--- src/include/slsc_consts.svh ---
`ifndef SLSC_CONSTS_SVH
`define SLSC_CONSTS_SVH

// Register byte offsets, one aligned word each; TXLID and RXLID start windows of one word per lane
`define SLSC_OFF_CTRL 8'h00
`define SLSC_OFF_MFLEN 8'h04
`define SLSC_OFF_STATUS 8'h08
`define SLSC_OFF_TXLID 8'h20
`define SLSC_OFF_RXLID 8'h40

// Control word field positions
`define SLSC_CTRL_TX 0
`define SLSC_CTRL_C64 1
`define SLSC_CTRL_SC_LO 2
`define SLSC_CTRL_ALWAYS 4
`define SLSC_CTRL_REQ 5
`define SLSC_CTRL_LINKSYNC 6
`define SLSC_CTRL_DLY_LO 8

// Reset values
`define SLSC_CTRL_RESET 32'h0000_0044
`define SLSC_MFLEN_RESET 10'h010

// Widths and limits
`define SLSC_DLY_W 4
`define SLSC_CNT_W 10
`define SLSC_LID_W 5
`define SLSC_MAX_LANES 8

`endif

--- src/include/slsc_pkg.sv ---
package slsc_pkg;
  `include "slsc_consts.svh"

  // Link bring-up phases
  typedef enum logic [1:0] {ST_WAIT_SYSREF, ST_WAIT_LINK, ST_RUN} slsc_state_type;

  // Software-held configuration and bus answer state
  typedef struct packed {
    logic [31:0] ctrl;
    logic [`SLSC_CNT_W-1:0] mfLen;
    logic [`SLSC_MAX_LANES*`SLSC_LID_W-1:0] txLid;
    logic waitReq;
    logic [31:0] rdData;
  } slsc_cfg_type;

  // Link-side state, loaded by the core reset: armed set, everything else cleared
  typedef struct packed {
    slsc_state_type state;
    logic [(1<<`SLSC_DLY_W)-1:0] dly;
    logic dlyPrev;
    logic [`SLSC_CNT_W-1:0] count;
    logic aligned;
    logic armed;
    logic syncOut;
    logic ilaStart;
    logic txMb;
    logic rxRelease;
    logic boundary;
    logic syncSeen;
    logic [7:0] eventCount;
  } slsc_link_type;
endpackage : slsc_pkg

--- src/core/slsc_core.sv ---
// The register addresses and the Avalon-MM slave port were left to the implementer.
`timescale 1ns/100ps
`include "slsc_consts.svh"
module slsc_core import slsc_pkg::*; #(
  parameter int LANES = 8
) (
  // Clock and resets
  input wire logic clock,
  input wire logic rst_n,
  input wire logic cfgRst_n,
  // Avalon-MM register slave
  input wire logic [7:0] avs_address,
  input wire logic avs_read,
  input wire logic avs_write,
  input wire logic [3:0] avs_byteenable,
  input wire logic [31:0] avs_writedata,
  output logic [31:0] avs_readdata,
  output logic avs_waitrequest,
  // Link timing inputs
  input wire logic sysrefIn,
  input wire logic syncIn,
  input wire logic cgsDone,
  input wire logic resyncReq,
  input wire logic [LANES*`SLSC_LID_W-1:0] rxLaneIds,
  // Link control outputs
  output logic syncOut,
  output logic ilaStart,
  output logic txMbEnable,
  output logic rxDataRelease,
  output logic mfBoundary,
  output logic [`SLSC_CNT_W-1:0] mfCount,
  output logic [LANES*`SLSC_LID_W-1:0] laneIdOut
);

  // Refuse lane counts the register map cannot hold
  if (LANES < 1 || LANES > `SLSC_MAX_LANES) begin : g_lane_check
    $error("slsc_core: LANES must be 1 to 8");
  end

  // Write merge under byte enables
  function automatic logic [31:0] mergeBytes(input logic [31:0] old, input logic [31:0] wd,
                                             input logic [3:0] be);
    logic [31:0] res;
    res = old;
    for (int b = 0; b < 4; b++) begin
      if (be[b]) begin
        res[8*b +: 8] = wd[8*b +: 8];
      end
    end
    return res;
  endfunction : mergeBytes

  // Lane index of an address inside a per-lane window, or -1
  function automatic int laneHit(input logic [7:0] addr, input logic [7:0] base);
    int idx;
    idx = -1;
    for (int i = 0; i < LANES; i++) begin
      if (addr == base + 8'(4 * i)) begin
        idx = i;
      end
    end
    return idx;
  endfunction : laneHit

  slsc_cfg_type cfg_reg;
  slsc_cfg_type cfg_next;
  slsc_link_type link_reg;
  slsc_link_type link_next;

  // Decoded control fields and derived link conditions
  logic txRole;
  logic coding64;
  logic [1:0] subclass;
  logic alwaysBit;
  logic reqBit;
  logic linkSyncBit;
  logic [`SLSC_DLY_W-1:0] dlyField;
  logic useSysref;
  logic sc2;
  logic dlyTap;
  logic sysEvt;
  logic take;
  logic wrap;
  logic running;
  logic bnd;
  logic resync;
  logic busReq;

  assign txRole = cfg_reg.ctrl[`SLSC_CTRL_TX];
  assign coding64 = cfg_reg.ctrl[`SLSC_CTRL_C64];
  assign subclass = cfg_reg.ctrl[`SLSC_CTRL_SC_LO +: 2];
  assign alwaysBit = cfg_reg.ctrl[`SLSC_CTRL_ALWAYS];
  assign reqBit = cfg_reg.ctrl[`SLSC_CTRL_REQ];
  assign linkSyncBit = cfg_reg.ctrl[`SLSC_CTRL_LINKSYNC];
  assign dlyField = cfg_reg.ctrl[`SLSC_CTRL_DLY_LO +: `SLSC_DLY_W];
  // Subclass 2 exists only with 8B10B; subclass 0 runs the counter free
  assign useSysref = (subclass == 2'h1);
  assign sc2 = (subclass == 2'h2) && !coding64;

  // Delayed SYSREF tap and rising-edge event
  assign dlyTap = link_reg.dly[dlyField];
  assign sysEvt = dlyTap && !link_reg.dlyPrev;
  // Only an armed counter, or always-realign, accepts the event
  assign take = sysEvt && useSysref && (link_reg.armed || alwaysBit);
  assign wrap = (link_reg.count == cfg_reg.mfLen - `SLSC_CNT_W'(1));
  assign running = link_reg.aligned || !useSysref;
  assign bnd = running && wrap && !take;
  // Resync: receiver is told, transmitter sees SYNC drop in 8B10B
  // A transmitter needs SYNC seen high first, so SYNC still low after reset is no request
  assign resync = (txRole && !coding64) ? (link_reg.syncSeen && !syncIn) : resyncReq;
  assign busReq = avs_read || avs_write;

  // Link sequencing: counter alignment, bring-up and resync
  always_comb begin
    link_next = link_reg;
    // Sixteen taps cost flops but give every delay value exactly one clock per unit
    link_next.dly = {link_reg.dly[(1<<`SLSC_DLY_W)-2:0], sysrefIn};
    link_next.dlyPrev = dlyTap;
    link_next.syncSeen = syncIn;
    link_next.ilaStart = 1'b0;
    link_next.boundary = bnd;
    if (sysEvt) begin
      link_next.eventCount = link_reg.eventCount + 8'h01;
    end
    // Local counter: restart on an accepted event, else free-run once aligned or when SYSREF is unused
    if (take) begin
      link_next.count = '0;
      link_next.aligned = 1'b1;
      link_next.armed = 1'b0;
    end else if (running) begin
      link_next.count = wrap ? '0 : link_reg.count + `SLSC_CNT_W'(1);
    end else begin
      link_next.count = '0;
    end
    case (link_reg.state)
      ST_WAIT_SYSREF: begin
        // Nothing leaves until the counter is aligned, or at once when SYSREF is unused
        link_next.syncOut = 1'b0;
        link_next.txMb = 1'b0;
        link_next.rxRelease = 1'b0;
        if (!useSysref || link_reg.aligned) begin
          link_next.state = ST_WAIT_LINK;
        end
      end
      ST_WAIT_LINK: begin
        if (coding64) begin
          if (txRole) begin
            link_next.txMb = 1'b1;
            link_next.state = ST_RUN;
          end else if (cgsDone && bnd) begin
            link_next.rxRelease = 1'b1;
            link_next.state = ST_RUN;
          end
        end else if (txRole) begin
          // Transmitter waits for SYNC, then the next boundary
          if (syncIn && bnd) begin
            link_next.ilaStart = !sc2 || linkSyncBit;
            link_next.txMb = 1'b1;
            link_next.state = ST_RUN;
          end
        end else if (sc2) begin
          // Subclass 2 receiver asserts SYNC as soon as cgsDone is seen, without waiting for a boundary
          if (cgsDone) begin
            link_next.syncOut = 1'b1;
            link_next.state = ST_RUN;
          end
        end else if (cgsDone && bnd) begin
          link_next.syncOut = 1'b1;
          link_next.rxRelease = 1'b1;
          link_next.state = ST_RUN;
        end
      end
      ST_RUN: begin
        // Subclass 2 receiver releases data only on its own boundary
        if (sc2 && !txRole && !link_reg.rxRelease && bnd) begin
          link_next.rxRelease = 1'b1;
        end
        if (resync) begin
          link_next.rxRelease = 1'b0;
          link_next.syncOut = 1'b0;
          if (reqBit && useSysref) begin
            // Forget the alignment and repeat the initial bring-up
            link_next.aligned = 1'b0;
            link_next.armed = 1'b1;
            link_next.count = '0;
            link_next.txMb = 1'b0;
            link_next.state = ST_WAIT_SYSREF;
          end else begin
            // Counter keeps running; a 64B66B transmitter never stops
            link_next.txMb = coding64 && txRole;
            // Re-arm so that the first event after this resync may realign
            if (!reqBit) begin
              link_next.armed = 1'b1;
            end
            link_next.state = ST_WAIT_LINK;
          end
        end
      end
      default: begin
        link_next.state = ST_WAIT_SYSREF;
      end
    endcase
  end

  // Link flops; the core reset leaves the configuration alone
  always_ff @(posedge clock or negedge rst_n) begin
    if (!rst_n) begin
      link_reg <= '{state: ST_WAIT_SYSREF, armed: 1'b1, default: '0};
    end else begin
      link_reg <= link_next;
    end
  end

  // Register file: one wait cycle, then the answer
  always_comb begin
    int li;
    int ri;
    logic [31:0] lenWord;
    cfg_next = cfg_reg;
    li = laneHit(avs_address, `SLSC_OFF_TXLID);
    ri = laneHit(avs_address, `SLSC_OFF_RXLID);
    lenWord = mergeBytes({22'h000000, cfg_reg.mfLen}, avs_writedata, avs_byteenable);
    cfg_next.waitReq = !(busReq && cfg_reg.waitReq);
    if (busReq && cfg_reg.waitReq) begin
      // Unmapped words read as zero
      cfg_next.rdData = 32'h0000_0000;
      if (avs_address == `SLSC_OFF_CTRL) begin
        cfg_next.rdData = cfg_reg.ctrl;
      end else if (avs_address == `SLSC_OFF_MFLEN) begin
        cfg_next.rdData = {22'h000000, cfg_reg.mfLen};
      end else if (avs_address == `SLSC_OFF_STATUS) begin
        cfg_next.rdData = {link_reg.eventCount, 14'h0000, link_reg.count};
      end else if (li >= 0) begin
        cfg_next.rdData[`SLSC_LID_W-1:0] = cfg_reg.txLid[li*`SLSC_LID_W +: `SLSC_LID_W];
      end else if (ri >= 0 && !coding64) begin
        cfg_next.rdData[`SLSC_LID_W-1:0] = rxLaneIds[ri*`SLSC_LID_W +: `SLSC_LID_W];
      end
      cfg_next.rdData[31:0] = cfg_next.rdData;
    end
    // Status word bits 17:10 carry state bits instead of spare zeros
    if (busReq && cfg_reg.waitReq && avs_address == `SLSC_OFF_STATUS) begin
      cfg_next.rdData[17:10] = {link_reg.state, link_reg.aligned, link_reg.armed,
                                link_reg.syncOut, link_reg.txMb, link_reg.rxRelease,
                                link_reg.ilaStart};
    end
    // Writes land at the edge that completes the transfer
    if (avs_write && !cfg_reg.waitReq) begin
      if (avs_address == `SLSC_OFF_CTRL) begin
        cfg_next.ctrl = mergeBytes(cfg_reg.ctrl, avs_writedata, avs_byteenable);
      end else if (avs_address == `SLSC_OFF_MFLEN) begin
        cfg_next.mfLen = lenWord[`SLSC_CNT_W-1:0];
      end else if (li >= 0 && avs_byteenable[0]) begin
        // Lane ids take byte lane 0 only; the rest of the word is ignored
        cfg_next.txLid[li*`SLSC_LID_W +: `SLSC_LID_W] = avs_writedata[`SLSC_LID_W-1:0];
      end
    end
  end

  // Configuration flops survive the core reset
  // A separate reset lets software keep its setup across link restarts
  always_ff @(posedge clock or negedge cfgRst_n) begin
    if (!cfgRst_n) begin
      cfg_reg <= '{ctrl: `SLSC_CTRL_RESET, mfLen: `SLSC_MFLEN_RESET, waitReq: 1'b1,
                   default: '0};
    end else begin
      cfg_reg <= cfg_next;
    end
  end

  // Outputs straight from flops
  assign avs_readdata = cfg_reg.rdData;
  assign avs_waitrequest = cfg_reg.waitReq;
  assign syncOut = link_reg.syncOut;
  assign ilaStart = link_reg.ilaStart;
  assign txMbEnable = link_reg.txMb;
  assign rxDataRelease = link_reg.rxRelease;
  assign mfBoundary = link_reg.boundary;
  assign mfCount = link_reg.count;
  assign laneIdOut = cfg_reg.txLid[LANES*`SLSC_LID_W-1:0];
endmodule : slsc_core

--- config.mk ---
export PLATFORM = sky130hd
export DESIGN_NAME = slsc_core
export DESIGN_NICKNAME = d
export VERILOG_FILES = /design/src/include/slsc_pkg.sv /design/src/core/slsc_core.sv
export VERILOG_INCLUDE_DIRS = /design/src /design/src/include
export SDC_FILE = /design/constraint.sdc
export NUM_CORES = 1
export LEC_CHECK = 0
export BUFFER_PORTS_ARGS = -buffer_cell sky130_fd_sc_hd__buf_2
export CAP_MARGIN = 40
export CORE_MARGIN = 1.5
export CORE_UTILIZATION = 55
export DETAILED_ROUTE_END_ITERATION = 12
export GPL_TIMING_DRIVEN = 0
export PLACE_DENSITY = 0.8
export SYNTH_ARGS = -nofsm -noshare
export SYNTH_HDL_FRONTEND = slang
export SYNTH_SLANG_ARGS = --single-unit
--- constraint.sdc ---
create_clock -name clock -period 3.45 [get_ports clock]
set_input_delay 0.5175 -clock clock [delete_from_list [all_inputs] [get_ports clock]]
set_output_delay 0.5175 -clock clock [all_outputs]
set_load 0.02 [all_outputs]
==> out/metrics.yaml <==
outcome: "finished, violations left"
violations: "negative setup slack"
synth_edf_count: 0
max_freq_ghz: 0.198
fin_ws_ns: -1.60
wl_um: 53100
synth_ff_type: "dfrtp_1"
rows: 55
path_clk_slew_ns: 0.08
synthArstFlopShare_pct: 100
final_hold_viol_count: 0
die_h_um: 155
grt_pass1_vias: 13600
synth_top_area_cell: "dfrtp_1"
setup_viol: 45
start_util_pct: 56.1
drc: 0
die_area_mm2: 0.0241
cts-root-buf: "clkbuf_16"
final_cell_area_mm2: 0.0171
syn-instance-count: 1495
avgSynthCellArea_um2: 8.52
ir_drop_v: 0.000328
worst_path_dominant_cell_family: "simple AND/OR/NAND/NOR gates"
p_leak_nw: 7.87
crit_path_max_fanout: 7
vias: 14100
ios: 181
instances_no_fill: 2095
viasPerCell: 6.75
wl_per_cell_um: 25.3
tightest_slew_ns: 1.01
synth_cell_types: 79
endpoint_kind: "flop"
cp-start-kind: "primary input"
finalPower_mw: 5.60
cpMaxStageDelayCell: "fa_2"
die_w_um: 155
synth_area_leaders: "dfrtp_1, mux2_2, mux2i_1"
largest_reg_flops: 41
port_buffers: 178
ant_nets: 0
rsz0062_at_grt: "true"
cap_violations: 0
nets: 1920
numCtsBuffers: 17
cts.htree.levels: 4
n_fill_cell: 1648
antenna_found_initial: 0
placed_cell_area_mm2: 0.0145
yosysMostFrequentCell: "nand2_1"
cts_tree: "yes"
clock_skew_ns: 0.0125
hold_path.class: "primary input to flop"
p_per_area_mw_per_mm2: 328
synth_nets: 1617
synthToLayoutAreaGrowth_pct: 34.2
grt_max_degree: 96
crit_chain: "buf_12, or3b_4, buf_6, buf_8, or3_4, ha_4, inv_2, fa_2, buf_6, nand2b_4, nor3_4, buf_4, nand2_4, ha_4, and4_1, nand4_1, a21oi_4, and3_4, clkbuf_16, buf_12, o21ai_4, or2_4, nor2_4, mux2_4"
yosys_warnings: 0
grt_pass1_wl_um: 78100
grtUsageTotal_pct: 42.4
gp_congestion: 1.02
cts_num_sinks: 160
slowest_delay_ns: 0.57
yosysSeqAreaShare_pct: 31.5
worstSetupPathType: "primary input to flop"
drive_gt1_share_pct: 39.6
dr.pass1.iters: 6
critPathArrivalTime_ns: 5.37
dr.first_iter.drc_count: 1742
crit_buf_inv: 8
core_area_mm2: 0.0227
crit_required_ns: 3.77
ys_ff_latch: 160
diodes: 0
dpl.hpwl_um: 36900
synth_top_area_share_pct: 30.4
netlist_area_mm2: 0.0127
clockBufferDepth: 2
fin_util_pct: 75.3
fin_crit_sh_pct: 146
pre_cts_ws_ns: -2.62
placed_cells: 1962
drv_slew: 0
synthTopCellsByCount: "nand2_1, dfrtp_1, nor2_1"
min_period_ns: 5.05
gr-total-overflow: 0
slew_headroom_pct: 32.6
worstSkewPairLatency_ns: 0.44
[worst paths after layout]
path / start / endpoint / slack, ns / cells after the start
max: avs_address[6] / laneIdOut[24] / -1.60 / 24
max reg2reg: cfg_reg[73] / link_reg[43] / 0.11 / 10
min in group asynchronous: rst_n / link_reg[4] / 0.50 / 2
min: sysrefIn / link_next[28] / 0.18 / 1
max in group asynchronous: cfgRst_n / cfg_reg[104] / 2.16 / 3
min reg2reg: link_next[30] / link_next[31] / 0.37 / 0
[repair_timing]
item,in CTS,in global routing
setup endpoints to repair,52,51
endpoints found under the hold margin,30,0
pin swaps,55,80
hold buffers,2,0
buffers inserted,56,59
resized for setup,162,141
gates cloned,0,1
[cell type report]
class                           instances  area, µm²  area share [%]
Clock buffer                           17        425            2.49
Sequential cell                       160       4010            23.5
Inverter                               35        158           0.922
Buffer                                159       1050            6.12
Multi-Input combinational cell       1131       8940            52.3
Clock inverter                         14        186            1.09
Timing Repair inverter                  1       8.76          0.0512
Timing Repair Buffer                  293       1970            11.5
Tap cell                              285        357            2.09
[report_power, final]
part,switching [mW],internal [mW]
logic,0.836,0.552
registers,0.181,2.00
clock network,0.929,1.11
[kinds of logic after synthesis]
family                     count (synthesis)  synth area share (%)
adders and majority gates                 29                  2.97
muxes                                    186                  17.2
xor gates and xnor gates                  31                  2.13
DFF                                      160                  31.5
and+or+nand+nor                          550                  20.7
buffers and inverters                    204                  8.58
AOI/OAI and AO/OA                        335                  17.0
[layer usage]
| layer | track usage [%] | vias to the layer above | routed length (µm) |
|---|---|---|---|
| li1 | - | 6020 | - |
| met4 | 21.1 | 0 | 2960 |
| met2 | 67.2 | 1075 | 23800 |
| met1 | 55.8 | 6780 | 20700 |
| met5 | 0 | - | 0 |
| met3 | 8.27 | 260 | 5640 |
[stage by stage]
step	hold slack [ns]	setup TNS (ns)
floorplan	0.222	-58.36
finish	0.182	-59.06
global placement	0.354	-107.73
CTS	0.184	-47.49
detailed placement	0.361	-114.27
global route	0.175	-61.65
[cell usage in the layout (no fill, tap or decap), types with 27 or more instances in the layout]
cell      netlist  layout
buf_4          82     163
mux2i_1        85      85
o21ai_0        86      75
a21oi_1        80      69
buf_2          10     183
nand3_1        61      53
clkbuf_1       65      42
nand2_1       180     169
mux2_4          0      27
mux2_2         83      56
nor3_1         54      38
nor2_1        120      96
buf_6           1      28
dfrtp_1       155     153
[worst register-to-register path, stage by stage (launching register included)]
cell and delay, ns:
dfrtp_2 0.45, inv_1 0.11, ha_2 0.21, or4b_4 0.47, or4_1 0.52, a21oi_2 0.17
o211ai_1 0.11, a211o_2 0.42, o31a_1 0.32, nand2b_4 0.16, a211o_1 0.29
Note: power is estimated with default switching activity, not from simulation.
